<file path="config.mk">
export PLATFORM = sky130hd
export DESIGN_NAME = oag_addr_gen
export DESIGN_NICKNAME = d
export VERILOG_FILES = /design/src/oag_pkg.sv /design/src/oag_addr_gen.sv
export SDC_FILE = /design/constraint.sdc
export NUM_CORES = 1
export LEC_CHECK = 0
export BUFFER_PORTS_ARGS = -buffer_cell sky130_fd_sc_hd__buf_2
export CORE_MARGIN = 2
export CORE_UTILIZATION = 35
export CTS_CLUSTER_DIAMETER = 30
export DETAILED_ROUTE_END_ITERATION = 16
export HOLD_SLACK_MARGIN = 0.03
export SLEW_MARGIN = 20
export SYNTH_ARGS = -nofsm -noshare
export SYNTH_HDL_FRONTEND = slang
export SYNTH_SLANG_ARGS = --single-unit
export TNS_END_PERCENT = 30
</file>
<file path="constraint.sdc">
create_clock -name core_clk -period 3.3 [get_ports core_clk]
set_input_delay 0.165 -clock core_clk [delete_from_list [all_inputs] [get_ports core_clk]]
set_output_delay 0.165 -clock core_clk [all_outputs]
set_load 0.005 [all_outputs]
</file>
<file path="src/oag_pkg.sv">
// ****************************************************************
// Shared types and constants of the operand address generator.
// ****************************************************************
package oag_pkg;

    // Seventeen operand addressing modes, given by the opcode decoder.
    typedef enum logic [4:0] {
        OAG_INH, OAG_IMM, OAG_DIR_S, OAG_DIR_L, OAG_IDX_0, OAG_IDX_S,
        OAG_IDX_L, OAG_IND_S, OAG_IND_L, OAG_IIX_S, OAG_IIX_L,
        OAG_REL_D, OAG_REL_I, OAG_BIT_D, OAG_BIT_I, OAG_BTR_D, OAG_BTR_I
    } oag_mode_e;

    // Interrupt mask operations carried by inherent instructions.
    typedef enum logic [1:0] {
        OAG_IRQ_NONE,
        OAG_SET_IRQ_MASK_OP,
        OAG_CLEAR_IRQ_MASK_OP
    } oag_irq_op_e;

    // Sequencer states, Gray coded in the order IDLE, F1, P1, P2, F2, CALC.
    typedef enum logic [2:0] {
        OAG_IDLE = 3'h0,
        OAG_F1   = 3'h1,
        OAG_P1   = 3'h3,
        OAG_P2   = 3'h2,
        OAG_F2   = 3'h6,
        OAG_CALC = 3'h7
    } oag_state_e;

    // Prefix byte values.
    localparam logic [7:0] Y_INDEX_PREFIX   = 8'h90;
    localparam logic [7:0] Y_INDIRECT_PREFIX = 8'h91;
    localparam logic [7:0] INDIRECT_PREFIX  = 8'h92;

    // Interrupt mask levels, mask reset value and short indexed limit.
    localparam logic [1:0] IRQ_LVL_SET = 2'h3;
    localparam logic [1:0] IRQ_LVL_CLR = 2'h0;
    localparam logic [1:0] IRQ_LVL_RST = 2'h3;
    localparam logic [15:0] IDX_S_MAX  = 16'h01fe;

    // One instruction handed over by the opcode decoder.
    typedef struct packed {
        oag_mode_e   mode;
        logic [7:0]  prefix;
        logic        mm_op;
        oag_irq_op_e irq_op;
        logic [15:0] pc;
        logic [7:0]  x;
        logic [7:0]  y;
    } oag_req_s;

    // Result of address generation.
    typedef struct packed {
        logic [15:0] ea;
        logic [15:0] target;
        logic [7:0]  imm;
        logic [15:0] next_pc;
        logic [1:0]  nbytes;
        logic        illegal;
    } oag_res_s;

    // Complete state of the generator.
    typedef struct packed {
        oag_state_e  st;
        oag_mode_e   mode;
        logic [7:0]  idx;
        logic [15:0] pc;
        logic [15:0] val;
        logic [7:0]  ptr;
        logic [7:0]  off;
        logic [1:0]  nb;
        logic        illegal;
        logic [1:0]  irq;
        logic        done;
        oag_res_s    res;
    } oag_state_s;

endpackage

</file>
<file path="src/oag_addr_gen.sv">
// Notes on behaviour
// - Seventeen addressing modes in seven groups.
// - Inherent: opcode only, no operand bytes.
// - Immediate: one operand byte used as value.
// - Short direct: one address byte, page zero.
// - Long direct: two address bytes, full space.
// - Indexed address is unsigned index plus offset.
// - No-offset indexed: no byte, index alone.
// - Short indexed: one offset byte, up to 1FE.
// - Long indexed: two offset bytes, full space.
// - Short indirect: byte pointer read from page zero.
// - Long indirect: word pointer read, full space.
// - Indirect indexed adds index to pointer value.
// - Short indirect indexed reaches up to 1FE.
// - Relative adds signed byte offset to PC.
// - Memory-to-memory ops only in short modes.
// - Set mask gives level 3, clear gives 0.
// - Prefix 90h swaps X for Y.
// - Prefix 92h turns direct into indirect.
// - Prefix 91h gives indirect indexed by Y.
`timescale 1ns/10ps
module oag_addr_gen (
    // Clock and reset.
    input  wire logic             core_clk,
    input  wire logic             arst_n,
    // Instruction from the opcode decoder.
    input  wire logic             req_valid,
    output logic                  req_ready,
    input  wire oag_pkg::oag_req_s req,
    // Memory read port.
    output logic                  mem_req,
    output logic [15:0]           mem_addr,
    input  wire logic [7:0]       mem_rdata,
    input  wire logic             mem_ack,
    // Result and interrupt mask level.
    output logic                  res_valid,
    output oag_pkg::oag_res_s     res,
    output logic [1:0]            irq_level
);

    // ****************************************************************
    // Decoding helpers.
    // ****************************************************************

    // Prefix rewrite of the addressing mode.
    function automatic oag_pkg::oag_mode_e conv(oag_pkg::oag_mode_e m,
                                                logic [7:0] p);
        logic ind;
        ind = (p == oag_pkg::INDIRECT_PREFIX) ||
              (p == oag_pkg::Y_INDIRECT_PREFIX);
        conv = m;
        if (ind) begin
            case (m)
                oag_pkg::OAG_DIR_S: conv = oag_pkg::OAG_IND_S;
                oag_pkg::OAG_DIR_L: conv = oag_pkg::OAG_IND_L;
                oag_pkg::OAG_IDX_S: conv = oag_pkg::OAG_IIX_S;
                oag_pkg::OAG_IDX_L: conv = oag_pkg::OAG_IIX_L;
                oag_pkg::OAG_REL_D: conv = oag_pkg::OAG_REL_I;
                oag_pkg::OAG_BIT_D: conv = oag_pkg::OAG_BIT_I;
                oag_pkg::OAG_BTR_D: conv = oag_pkg::OAG_BTR_I;
                default:            conv = m;
            endcase
        end
    endfunction

    // Modes with a two-byte address, offset or pointer.
    function automatic logic is_long(oag_pkg::oag_mode_e m);
        is_long = (m == oag_pkg::OAG_DIR_L) || (m == oag_pkg::OAG_IDX_L) ||
                  (m == oag_pkg::OAG_IND_L) || (m == oag_pkg::OAG_IIX_L);
    endfunction

    // Modes that read a pointer from page zero after the first byte.
    function automatic logic has_ptr(oag_pkg::oag_mode_e m);
        has_ptr = (m == oag_pkg::OAG_IND_S) || (m == oag_pkg::OAG_IND_L) ||
                  (m == oag_pkg::OAG_IIX_S) || (m == oag_pkg::OAG_IIX_L) ||
                  (m == oag_pkg::OAG_REL_I) || (m == oag_pkg::OAG_BIT_I) ||
                  (m == oag_pkg::OAG_BTR_I);
    endfunction

    // ****************************************************************
    // Sequencer.
    // ****************************************************************

    oag_pkg::oag_state_s r;
    oag_pkg::oag_state_s n;
    oag_pkg::oag_mode_e  cm;
    logic                ack;
    logic [7:0]          rb;
    logic [8:0]          sum9;

    assign cm  = conv(req.mode, req.prefix);
    assign ack = mem_req && mem_ack;
    // Relative offset: own byte for bit branches, else the fetched byte.
    assign rb  = (r.mode == oag_pkg::OAG_BTR_D ||
                  r.mode == oag_pkg::OAG_BTR_I) ? r.off : r.val[7:0];
    assign sum9 = {1'b0, r.val[7:0]} + {1'b0, r.idx};

    // Next state; fetched bytes shift into the value register, except the bit-branch offset byte.
    always_comb begin
        n = r;
        n.done = 1'b0;
        case (r.st)
            oag_pkg::OAG_IDLE: begin
                if (req_valid) begin
                    n.mode = cm;
                    // Either Y prefix picks Y; 91h also makes it indirect.
                    n.idx = (req.prefix == oag_pkg::Y_INDIRECT_PREFIX ||
                             req.prefix == oag_pkg::Y_INDEX_PREFIX)
                            ? req.y : req.x;
                    n.pc = req.pc;
                    n.val = 16'h0000;
                    n.off = 8'h00;
                    n.nb = 2'h0;
                    n.illegal = req.mm_op && is_long(cm);
                    if (req.irq_op == oag_pkg::OAG_SET_IRQ_MASK_OP)
                        n.irq = oag_pkg::IRQ_LVL_SET;
                    else if (req.irq_op == oag_pkg::OAG_CLEAR_IRQ_MASK_OP)
                        n.irq = oag_pkg::IRQ_LVL_CLR;
                    if (n.illegal || cm == oag_pkg::OAG_INH ||
                        cm == oag_pkg::OAG_IDX_0)
                        n.st = oag_pkg::OAG_CALC;
                    else
                        n.st = oag_pkg::OAG_F1;
                end
            end
            oag_pkg::OAG_F1: begin
                if (ack) begin
                    n.val = {r.val[7:0], mem_rdata};
                    n.ptr = mem_rdata;
                    n.pc = r.pc + 16'h0001;
                    n.nb = r.nb + 2'h1;
                    if (has_ptr(r.mode))
                        n.st = oag_pkg::OAG_P1;
                    else if (r.mode == oag_pkg::OAG_DIR_L ||
                             r.mode == oag_pkg::OAG_IDX_L ||
                             r.mode == oag_pkg::OAG_BTR_D)
                        n.st = oag_pkg::OAG_F2;
                    else
                        n.st = oag_pkg::OAG_CALC;
                end
            end
            oag_pkg::OAG_F2: begin
                if (ack) begin
                    n.pc = r.pc + 16'h0001;
                    n.nb = r.nb + 2'h1;
                    if (r.mode == oag_pkg::OAG_BTR_D ||
                        r.mode == oag_pkg::OAG_BTR_I)
                        n.off = mem_rdata;
                    else
                        n.val = {r.val[7:0], mem_rdata};
                    n.st = oag_pkg::OAG_CALC;
                end
            end
            oag_pkg::OAG_P1: begin
                if (ack) begin
                    n.val = {r.val[7:0], mem_rdata};
                    if (r.mode == oag_pkg::OAG_IND_L ||
                        r.mode == oag_pkg::OAG_IIX_L)
                        n.st = oag_pkg::OAG_P2;
                    else if (r.mode == oag_pkg::OAG_BTR_I)
                        n.st = oag_pkg::OAG_F2;
                    else
                        n.st = oag_pkg::OAG_CALC;
                end
            end
            oag_pkg::OAG_P2: begin
                if (ack) begin
                    n.val = {r.val[7:0], mem_rdata};
                    n.st = oag_pkg::OAG_CALC;
                end
            end
            oag_pkg::OAG_CALC: begin
                n.res.target = r.pc + {{8{rb[7]}}, rb};
                n.res.imm = r.val[7:0];
                n.res.next_pc = r.pc;
                n.res.nbytes = r.nb;
                n.res.illegal = r.illegal;
                case (r.mode)
                    oag_pkg::OAG_IMM: n.res.ea = r.pc - 16'h0001;
                    oag_pkg::OAG_DIR_S, oag_pkg::OAG_IND_S,
                    oag_pkg::OAG_BIT_D, oag_pkg::OAG_BIT_I,
                    oag_pkg::OAG_BTR_D, oag_pkg::OAG_BTR_I:
                        n.res.ea = {8'h00, r.val[7:0]};
                    oag_pkg::OAG_DIR_L, oag_pkg::OAG_IND_L:
                        n.res.ea = r.val;
                    oag_pkg::OAG_IDX_0: n.res.ea = {8'h00, r.idx};
                    oag_pkg::OAG_IDX_S, oag_pkg::OAG_IIX_S:
                        n.res.ea = {7'h00, sum9};
                    oag_pkg::OAG_IDX_L, oag_pkg::OAG_IIX_L:
                        n.res.ea = r.val + {8'h00, r.idx};
                    oag_pkg::OAG_REL_D, oag_pkg::OAG_REL_I:
                        n.res.ea = n.res.target;
                    default: n.res.ea = 16'h0000;
                endcase
                if (r.illegal)
                    n.res.ea = 16'h0000;
                n.done = 1'b1;
                n.st = oag_pkg::OAG_IDLE;
            end
            default: n.st = oag_pkg::OAG_IDLE;
        endcase
    end

    // State register; the mask comes out of reset at the set level.
    always_ff @(posedge core_clk or negedge arst_n) begin
        if (!arst_n) begin
            r <= '0;
            r.irq <= oag_pkg::IRQ_LVL_RST;
        end else begin
            r <= n;
        end
    end

    // ****************************************************************
    // Outputs.
    // ****************************************************************

    // Pointer reads stay in page zero; the second byte wraps there.
    always_comb begin
        mem_req = (r.st == oag_pkg::OAG_F1) || (r.st == oag_pkg::OAG_F2) ||
                  (r.st == oag_pkg::OAG_P1) || (r.st == oag_pkg::OAG_P2);
        if (r.st == oag_pkg::OAG_P1)
            mem_addr = {8'h00, r.ptr};
        else if (r.st == oag_pkg::OAG_P2)
            mem_addr = {8'h00, r.ptr + 8'h01};
        else
            mem_addr = r.pc;
    end

    assign req_ready = (r.st == oag_pkg::OAG_IDLE);
    assign res_valid = r.done;
    assign res       = r.res;
    assign irq_level = r.irq;
endmodule

</file>
==> flow_summary_export.csv, run 1 <==
group,metric,value,unit
layout,final_nets,1159,
worst_setup_path,setup.worst_path.start_class,"flop",
worst_setup_path,critPathCaptureType,"flop",
synth,netlist_instances,986,
routing,drcViolationCount,0,
timing,timing.max_slew.rel_slack,0.2452,
worst_setup_path,critPathLaunch,"r[121]$_DFFE_PN0P_",
floorplan,chipHeight,159.4,µm
placed_design,dp.final_hpwl,18.06,mm
synth,synth_area_per_cell,8.576,µm²
worst_setup_path,crit_path_class,"flop to flop",
routing,vias_after_detailed_routing,7369,
worst_setup_path,timing.reg2reg.setup_slack,0.13,ns
synth,yosys.area.top_type,"sky130_fd_sc_hd__dfrtp_1",
timing,timing_limited_maximum_frequency,0.3155,GHz
timing,finalSetupViolCount,0,
worst_setup_path,critical_path_cell_list,"nor4_2, and2_4, a41oi_4, buf_6, nand2_1, o21ai_0, ha_1, and2_1, o21ai_0, a31oi_4, a21oi_2, buf_4, o21bai_1, xnor2_1, o221ai_1",
worst_setup_path,worst_path_max_delay_cell,"sky130_fd_sc_hd__dfrtp_1",
flow_run,max-cap-violations,0,
routing,detail_route.iter0.violations,661,
grt,track_usage,0.1911,
timing,timing.final.hold_violations,0,
worst_setup_path,critical_path_arrival,3.45,ns
worst_setup_path,worst-path-buf-inv,2,
placed_design,routabilityCongestion,0.9318,
grt,antenna_found_initial,1,
worst_setup_path,critPathMostFrequentCell,"sky130_fd_sc_hd__o21ai_0",
floorplan,core-area,0.02361,mm²
power_and_ir_drop,power.ir.vdd_worst,0.4252,mV
cts,numCtsBuffers,17,
synth,async_set_or_reset_flop_fraction_in_the_synthesized_netlist,1.000,
routing,wl_per_cell,17.38,µm
worst_setup_path,critical-path-top-delay-family,"compound AO/OA/AOI/OAI gates",
synth,synthesized_net_count,1075,
synth,synth_top_cell_area_share,0.3759,
worst_setup_path,timing.critical_path.required,3.59,ns
timing,period_share,0.9604,
cts,cts.sinks,128,
cts,htreeDepth,4,
timing,setup_total_negative_slack,0,ns
worst_setup_path,worstRegToRegCells,15,
power_and_ir_drop,power_density_over_the_cells,934.6,mW/mm²
cts,cts_buffer_depth,2,
cts,root_buffer,"sky130_fd_sc_hd__clkbuf_16",
synth,post_synth_most_frequent_cells,"sky130_fd_sc_hd__o21ai_0, sky130_fd_sc_hd__dfrtp_1, sky130_fd_sc_hd__nand2_1",
routing,postRouteWirelength,24.35,mm
synth,synth.lib_cells_used.distinct,71,
cts,worstSkewPairLatency,0.43,ns
worst_hold_path,min_path_type,"input pin to flop",
grt,globalRouteOverflowTotal,0,
synth,netlist_top_cells_area,"sky130_fd_sc_hd__dfrtp_1, sky130_fd_sc_hd__o21ai_0, sky130_fd_sc_hd__buf_4, sky130_fd_sc_hd__nand2_1, sky130_fd_sc_hd__ha_1",
worst_hold_path,worstHoldStart,"req[15]",
layout,syn_to_final_growth,17.80,%
synth,ys_seq_area_frac,0.3790,
floorplan,die_area,0.02542,mm²
status,outcome,"finished, final reports clean",
worst_setup_path,rr_startpoint,"r[121]$_DFFE_PN0P_",
power_and_ir_drop,power.total,9.309,mW
routing,firstDrtPassIters,7,
worst_setup_path,r2r_end,"res[55]$_DFFE_PN0P_",
floorplan,starting_density,0.3581,
floorplan,ioPinCount,140,
timing,worst_clock_skew,0.01437,ns
floorplan,die_width,159.4,µm
timing,timing_worst_slew_pin_value,1.126,ns
placed_design,numPortBuffers,139,
timing,period_minus_slack,3.169,ns
worst_setup_path,worstSetupPathDepth,15,
synth,synthesis.area,0.008456,mm²
worst_setup_path,timing.critical_path.to,"res[55]$_DFFE_PN0P_",
cts,cts_tree,"yes",
synth,postSynth.topFlopCell,"sky130_fd_sc_hd__dfrtp_1",
layout,drive_gt1_frac,0.2458,
synth,syn_warnings,0,
worst_setup_path,crit_fanout,11,
cts,clk_transition_reported_paths,0.06,ns
worst_setup_path,critPathMaxStageDelay,0.38,ns
grt,grt_pass1_vias,6811,
power_and_ir_drop,p_leak,4.555,nW
floorplan,fp-row-count,56,
routing,via_per_inst,5.260,
grt,wire_length_of_the_first_global_routing_pass,38.58,mm
synth,yosysMostFrequentCell,"sky130_fd_sc_hd__o21ai_0",
synth,synth-edff-count,0,
routing,ant_nets,0,
timing,drv_slew,0,
layout,antenna_cells,0,
synth,synth-seq-cells,128,
grt,pin_count_of_the_biggest_net_entering_global_routing,70,
-- layout by cell type, fill, tap and decap left out, drive strengths merged, types with 5 or more instances in the layout --
master         n
a31oi         11
clkinv         7
ha            27
nor4          10
nor2          55
nor3b          6
dlygate4sd3    7
mux2i         12
nand2        111
xor2          18
dfrtp        127
nor2b         11
a211oi         7
a21oi         36
and3           7
nor3          25
or3            8
o21ai        134
o21a           9
o22ai          6
a221oi         5
and2          11
mux2          30
buf          180
o221ai         5
nand2b        11
xnor2         27
inv           35
nand3         44
clkbuf        20
a21o          12
a22oi          6
-- through the flow --
stage               setup slack (ns)  utilization  cells  area, µm²  hold slack (ns)
finish                        0.1307       0.4218   1401       9961          0.03181
floorplan                  0.0001470            -    986       8472          -0.1306
detailed placement           -0.1397       0.3884   1359       9171           0.2073
global placement            -0.03828       0.3884   1359       9171           0.2021
global route                -0.06220       0.4218   1401       9961          0.04029
CTS                         -0.04481       0.4167   1398       9839          0.03046
-- flip-flops by register name, indices dropped and copies added, names as in the netlist --
register and cells:
res 59, res_valid 1, r 67, irq_level 1
-- worst min-delay path by stage --
stage | to | slack [ns] | depth (start not counted)
floorplan | r[100]$_DFFE_PN0P_ | -0.13 | 0
global placement | res[12]$_DFFE_PN0P_ | 0.20 | 1
detailed placement | res[12]$_DFFE_PN0P_ | 0.21 | 1
CTS | r[65]$_DFFE_PN0P_ | 0.03 | 3
global route | r[73]$_DFFE_PN0P_ | 0.04 | 2
finish | r[120]$_DFFE_PN0P_ | 0.03 | 3
-- worst reg2reg max path, stage by stage, from the launching register on --
cell and delay, ns:
sky130_fd_sc_hd__dfrtp_1 0.38, sky130_fd_sc_hd__nor4_2 0.32, sky130_fd_sc_hd__and2_4 0.21, sky130_fd_sc_hd__a41oi_4 0.05, sky130_fd_sc_hd__buf_6 0.19, sky130_fd_sc_hd__nand2_1 0.06
sky130_fd_sc_hd__o21ai_0 0.08, sky130_fd_sc_hd__ha_1 0.32, sky130_fd_sc_hd__and2_1 0.17, sky130_fd_sc_hd__o21ai_0 0.35, sky130_fd_sc_hd__a31oi_4 0.16, sky130_fd_sc_hd__a21oi_2 0.19
sky130_fd_sc_hd__buf_4 0.13, sky130_fd_sc_hd__o21bai_1 0.06, sky130_fd_sc_hd__xnor2_1 0.24, sky130_fd_sc_hd__o221ai_1 0.14
-- kinds of logic after synthesis --
kind of cell | after synthesis | share of synthesized area
AND/OR/NAND/NOR | 317 | 0.1825
multiplexers | 42 | 0.05416
AO/OA/AOI/OAI | 267 | 0.1928
adder cells (fa/ha/maj) | 30 | 0.04587
XOR/XNOR | 45 | 0.04661
buffers and inverters | 157 | 0.09914
flip-flops | 128 | 0.3790
-- power breakdown --
part | internal (mW) | switching, mW
registers | 2.19 | 0.667
logic | 1.93 | 2.63
clock network | 1.20 | 0.701
-- what timing repair did --
item / 4_1_cts / 5_1_grt
hold buffers: 7 / 0
setup buffers: 1 / 3
hold endpoints to repair: 71 / 0
pin swaps: 2 / 12
setup endpoints to repair: 7 / 19
gates resized for setup: 1 / 18
-- routing by layer --
layer  track usage  part of all wire  vias to the layer above
met5             0           0.00045                        -
met4       0.04711             0.014                        2
met1        0.2848              0.48                     3480
met2        0.2832              0.44                      263
met3       0.03751             0.069                       25
li1              -                 -                     3599
-- area by class of cell --
class                           instances  area (µm²)
Inverter                               35       131.4
Timing Repair Buffer                  187        1096
Multi-Input combinational cell        701        4543
Tap cell                              319       399.1
Clock buffer                           20       446.7
Sequential cell                       128        3204
Clock inverter                         11       140.1
Fill cell                            2366       13650
(Power assumes the default switching activity.)
==> inputs of run 2 (changes only) <==
Settings changed: CORE_UTILIZATION 35 to 50, PLACE_DENSITY set to 0.75.
==> flow_summary_export.csv, run 2 (synthesis results as in run 1) <==
group,metric,value,unit
status,outcome,"finished, final reports clean",
floorplan,die_width,134.0,µm
timing,timing_worst_slew_pin_value,0.8628,ns
worst_setup_path,critPathCaptureType,"flop",
cts,cts.sinks,128,
power_and_ir_drop,p_leak,4.582,nW
worst_setup_path,crit_fanout,7,
layout,design_area,0.009915,mm²
cts,numCtsBuffers,17,
cts,worstSkewPairLatency,0.43,ns
timing,setup_total_negative_slack,0,ns
layout,largest_reg_flops,67,
routing,vias_after_detailed_routing,7651,
flow_run,max-cap-violations,0,
floorplan,ioPinCount,140,
timing,timing.final.ws_setup,0.002792,ns
layout,final_nets,1168,
worst_setup_path,critical_path_arrival,3.61,ns
placed_design,post-place-ws,-0.05997,ns
worst_setup_path,setup.worst_path.start_class,"flop",
worst_setup_path,worstRegToRegCells,14,
grt,pin_count_of_the_biggest_net_entering_global_routing,73,
cts,htreeDepth,4,
layout,most-common-layout-cells,"sky130_fd_sc_hd__buf_2, sky130_fd_sc_hd__o21ai_0, sky130_fd_sc_hd__dfrtp_1",
floorplan,chipHeight,134.0,µm
timing,period_share,0.9992,
placed_design,numPortBuffers,139,
grt,wire_length_of_the_first_global_routing_pass,36.53,mm
power_and_ir_drop,power_density_over_the_cells,937.5,mW/mm²
layout,final_common_cell,"sky130_fd_sc_hd__buf_2",
routing,firstDrtPassIters,7,
cts,clk_transition_reported_paths,0.06,ns
floorplan,core-area,0.01658,mm²
timing,finalSetupViolCount,0,
cts,cts_tree,"yes",
routing,ant_nets,0,
worst_hold_path,hold_depth,3,
layout,drive_gt1_frac,0.2454,
routing,drcViolationCount,0,
floorplan,fp-row-count,47,
grt,track_usage,0.2587,
layout,regMostFlops,"r",
grt,globalRouteOverflowTotal,0,
floorplan,die_area,0.01797,mm²
timing,timing.final.hold_violations,0,
layout,final_core_utilization,0.5979,
placed_design,postPlaceCellArea,0.009031,mm²
routing,wl_per_cell,17.84,µm
power_and_ir_drop,power.ir.vdd_worst,0.5152,mV
cts,root_buffer,"sky130_fd_sc_hd__clkbuf_16",
worst_setup_path,crit_path_class,"flop to flop",
grt,antenna_found_initial,0,
cts,cts_buffer_depth,2,
worst_hold_path,min_path_type,"input pin to flop",
placed_design,routabilityCongestion,0.9453,
layout,antenna_cells,0,
routing,postRouteWirelength,23.40,mm
timing,worst_clock_skew,0.01341,ns
timing,timing.max_slew.rel_slack,0.4204,
worst_setup_path,timing.critical_path.required,3.61,ns
floorplan,starting_density,0.5099,
timing,period_minus_slack,3.297,ns
routing,via_per_inst,5.832,
routing,detail_route.iter0.violations,802,
grt,grt_pass1_vias,7044,
layout,syn_to_final_growth,17.25,%
timing,timing_limited_maximum_frequency,0.3033,GHz
placed_design,dp.final_hpwl,16.68,mm
timing,drv_slew,0,
## run 2: cell count changes in the layout (fill, tap and decap cells not counted), moves of 2 or more
cell and delta:
sky130_fd_sc_hd__clkinv_4 +2, sky130_fd_sc_hd__dlygate4sd3_1 +9, sky130_fd_sc_hd__o21ai_1 +4, sky130_fd_sc_hd__o21ai_0 -4
## run 2: what timing repair did
action                     in CTS  in global routing
gates resized for setup         4                 22
hold endpoints to repair       78                  0
setup endpoints to repair       6                 20
hold buffers                   16                  0
buffers inserted                0                  3
pin swaps                       1                 19
gates cloned                    0                  1
## run 2: critical path, cell delays in order (launching register included)
cell                        delay [ns]
sky130_fd_sc_hd__dfrtp_2          0.46
sky130_fd_sc_hd__nor4_4           0.34
sky130_fd_sc_hd__and2_4           0.22
sky130_fd_sc_hd__a41oi_4          0.06
sky130_fd_sc_hd__buf_6            0.18
sky130_fd_sc_hd__nand2_1          0.06
sky130_fd_sc_hd__o21ai_1          0.07
sky130_fd_sc_hd__ha_1             0.36
sky130_fd_sc_hd__and2_4           0.18
sky130_fd_sc_hd__a311oi_4         0.22
sky130_fd_sc_hd__a21oi_2          0.09
sky130_fd_sc_hd__o22a_2           0.28
sky130_fd_sc_hd__a211oi_2         0.29
sky130_fd_sc_hd__xor2_1           0.27
sky130_fd_sc_hd__o2bb2ai_1        0.10
## run 2: power by group
group / internal, mW / leakage, nW / switching (mW)
Combinational: 1.92 / 2.63 / 2.60
Clock: 1.13 / 0.283 / 0.740
Sequential: 2.19 / 1.67 / 0.711
Total: 5.25 / 4.58 / 4.05
## run 2: area by class of cell
type / instances / area (µm²)
fill: 1496 / 6669
sequential: 128 / 3206
tap: 220 / 275.3
timing repair buffer: 196 / 1180
clock inverter: 13 / 138.9
clock buffer: 19 / 442.9
multi-input combinational: 701 / 4541
inverter: 35 / 131.4
## run 2: per-layer routing
metal | up-vias | wire [µm] | track usage
met5 | - | 0 | 0
met4 | 0 | 864 | 0.1117
met3 | 60 | 1851 | 0.05631
met2 | 353 | 10290 | 0.3789
met1 | 3621 | 10400 | 0.3701
li1 | 3617 | - | -
## run 2: worst paths after layout
kind / from / end / slack, ns
min in group asynchronous: arst_n / res[16]$_DFFE_PN0P_ / 0.33
max in group asynchronous: arst_n / r[122]$_DFFE_PN0P_ / 2.12
setup / recovery: r[122]$_DFFE_PN0P_ / res[58]$_DFFE_PN0P_ / 0.003
hold / removal: req[14] / r[119]$_DFFE_PN0P_ / 0.03
setup reg to reg: r[122]$_DFFE_PN0P_ / res[58]$_DFFE_PN0P_ / 0.003
hold reg to reg: res[24]$_DFFE_PN0P_ / res[24]$_DFFE_PN0P_ / 0.47
## run 2: per-stage QoR
stage / std cells / hold slack, ns / total power [mW]
floorplan: 986 / -0.1306 / 5.918
global placement: 1260 / 0.2588 / 7.061
detailed placement: 1260 / 0.2664 / 7.161
CTS: 1308 / 0.03017 / 9.089
global route: 1312 / 0.03650 / 9.937
finish: 1312 / 0.02726 / 9.295
==> inputs of run 3 (changes only) <==
Settings changed: PLACE_DENSITY 0.75 to 0.72.
Clock period 3.3 ns to 4.25 ns, I/O delays scaled along.
==> flow_summary_export.csv, run 3 (synthesis results as in run 1) <==
group,metric,value,unit
routing,vias_after_detailed_routing,7306,
floorplan,starting_density,0.5099,
worst_setup_path,timing.critical_path.required,4.53,ns
layout,syn_to_final_growth,11.93,%
worst_setup_path,critPathCaptureType,"flop",
floorplan,fp-row-count,47,
placed_design,numPortBuffers,139,
floorplan,chipHeight,134.0,µm
placed_design,post-place-ws,0.4226,ns
power_and_ir_drop,power.ir.vdd_worst,0.4038,mV
cts,cts.repair.resized,0,
worst_setup_path,critical_path_arrival,4.23,ns
placed_design,dp.final_hpwl,16.43,mm
timing,period_minus_slack,3.950,ns
cts,root_buffer,"sky130_fd_sc_hd__clkbuf_16",
floorplan,ioPinCount,140,
floorplan,die_area,0.01797,mm²
cts,cts.hold.buffers_added,1,
routing,via_per_inst,5.748,
timing,timing.final.hold_violations,0,
grt,antenna_found_initial,0,
layout,antenna_cells,0,
layout,final_common_cell,"sky130_fd_sc_hd__buf_2",
worst_setup_path,critPathMaxStageDelay,0.58,ns
routing,postRouteWirelength,22.51,mm
grt,pin_count_of_the_biggest_net_entering_global_routing,72,
power_and_ir_drop,power_density_over_the_cells,731.0,mW/mm²
routing,detail_route.iter0.violations,684,
layout,drive_gt1_frac,0.2169,
cts,worstSkewPairLatency,0.43,ns
worst_setup_path,rr_startpoint,"r[123]$_DFFE_PN0P_",
worst_setup_path,setup.worst_path.start_class,"flop",
layout,final_nets,1128,
placed_design,routabilityCongestion,0.9681,
worst_setup_path,crit_path_class,"flop to flop",
layout,regMostFlops,"r",
grt,grt_pass1_vias,6710,
floorplan,core-area,0.01658,mm²
floorplan,die_width,134.0,µm
layout,most-common-layout-cells,"sky130_fd_sc_hd__buf_2, sky130_fd_sc_hd__o21ai_0, sky130_fd_sc_hd__dfrtp_1",
power_and_ir_drop,p_leak,4.386,nW
timing,period_share,0.9294,
timing,rsz0062_at_grt,"false",
cts,cts_tree,"yes",
cts,cts.repair_timing.setup_buffer_count,0,
worst_setup_path,critPathLaunch,"r[123]$_DFFE_PN0P_",
worst_setup_path,critical_path_cell_list,"nor4_1, and2_1, a41oi_2, o21ai_0, ha_1, fa_1, a21o_1, a41oi_1, a31oi_1, a21oi_1, o21ai_0, xnor2_1, o221ai_1",
grt,globalRouteOverflowTotal,0,
timing,worst_clock_skew,0.01171,ns
routing,ant_nets,0,
flow_run,max-cap-violations,0,
cts,numCtsBuffers,17,
cts,cts.sinks,128,
grt,wire_length_of_the_first_global_routing_pass,36.58,mm
timing,finalSetupViolCount,0,
layout,design_area,0.009464,mm²
timing,drv_slew,0,
timing,timing_worst_slew_pin_value,0.9893,ns
worst_setup_path,critPathMostFrequentCell,"sky130_fd_sc_hd__o21ai_0",
timing,timing_limited_maximum_frequency,0.2532,GHz
worst_setup_path,worst_path_max_delay_cell,"sky130_fd_sc_hd__a41oi_2",
worst_hold_path,min_path_type,"input pin to flop",
cts,cts_buffer_depth,2,
routing,drcViolationCount,0,
timing,setup_total_negative_slack,0,ns
timing,timing.max_slew.rel_slack,0.3354,
routing,firstDrtPassIters,5,
placed_design,postPlaceCellArea,0.008857,mm²
layout,largest_reg_flops,67,
status,outcome,"finished, final reports clean",
timing,timing.final.ws_setup,0.2999,ns
cts,htreeDepth,4,
cts,clk_transition_reported_paths,0.06,ns
grt,track_usage,0.2592,
worst_hold_path,worstHoldStart,"mem_rdata[0]",
worst_setup_path,crit_fanout,17,
routing,wl_per_cell,17.71,µm
run 3: changes by cell type in the layout (fill, tap and decap cells not counted), moves of 3 or more:
cell	before	now
sky130_fd_sc_hd__clkbuf_8	1	4
sky130_fd_sc_hd__o21ai_0	127	132
sky130_fd_sc_hd__o21ai_1	7	2
sky130_fd_sc_hd__buf_4	39	17
sky130_fd_sc_hd__dlygate4sd3_1	16	1
sky130_fd_sc_hd__clkinvlp_4	2	5
sky130_fd_sc_hd__clkinv_4	4	0
run 3: worst max-delay path: cells and delay by family (launching register included):
| family | cells | cell delay, ns |
|---|---|---|
| AND/OR/NAND/NOR | 2 | 0.34 |
| XOR/XNOR | 1 | 0.24 |
| adder cells (fa/ha/maj) | 2 | 0.64 |
| flip-flops | 1 | 0.53 |
| AO/OA/AOI/OAI | 8 | 2.06 |
run 3: final timing paths:
check / end / cells after the start / slack (ns)
worst min-delay path: r[65]$_DFFE_PN0P_ / 3 / 0.04
max in group asynchronous: res[47]$_DFFE_PN0P_ / 3 / 2.70
worst max-delay path: res[57]$_DFFE_PN0P_ / 13 / 0.30
worst max register to register: res[57]$_DFFE_PN0P_ / 13 / 0.30
worst min register to register: res[23]$_DFFE_PN0P_ / 2 / 0.47
min in group asynchronous: r[112]$_DFFE_PN0P_ / 2 / 0.44
run 3: stage by stage:
| step | util | instances | hold WS, ns | total power [mW] |
|---|---|---|---|---|
| final | 0.5707 | 1271 | 0.04185 | 6.918 |
| after global routing | 0.5707 | 1271 | 0.04924 | 7.458 |
| after CTS | 0.5704 | 1271 | 0.03857 | 6.902 |
| after detailed placement | 0.5341 | 1239 | 0.4065 | 5.416 |
| after global placement | 0.5340 | 1239 | 0.3891 | 5.346 |
| after floorplan | - | 986 | -0.08309 | 4.585 |
run 3: where the power goes:
part,leakage [nW],internal (mW),switching (mW),total (mW)
combinational,2.44,1.32,1.85,3.17
sequential,1.67,1.70,0.590,2.29
clock,0.276,0.919,0.538,1.46
run 3: area by class of cell:
cell class,count,area [µm²]
timing repair buffer,156,828.3
sequential,128,3204
inverter,35,131.4
clock buffer,22,484.2
fill,1532,7119
clock inverter,9,107.6
multi-input combinational,701,4433
tap,220,275.3
run 3: metal layers:
layer / wire, µm / up-vias / GRT usage
met4: 514 / 0 / 0.08421
met2: 9944 / 295 / 0.3786
met5: 0 / - / 0
li1: - / 3544 / -
met3: 1875 / 40 / 0.05518
met1: 10170 / 3427 / 0.3840
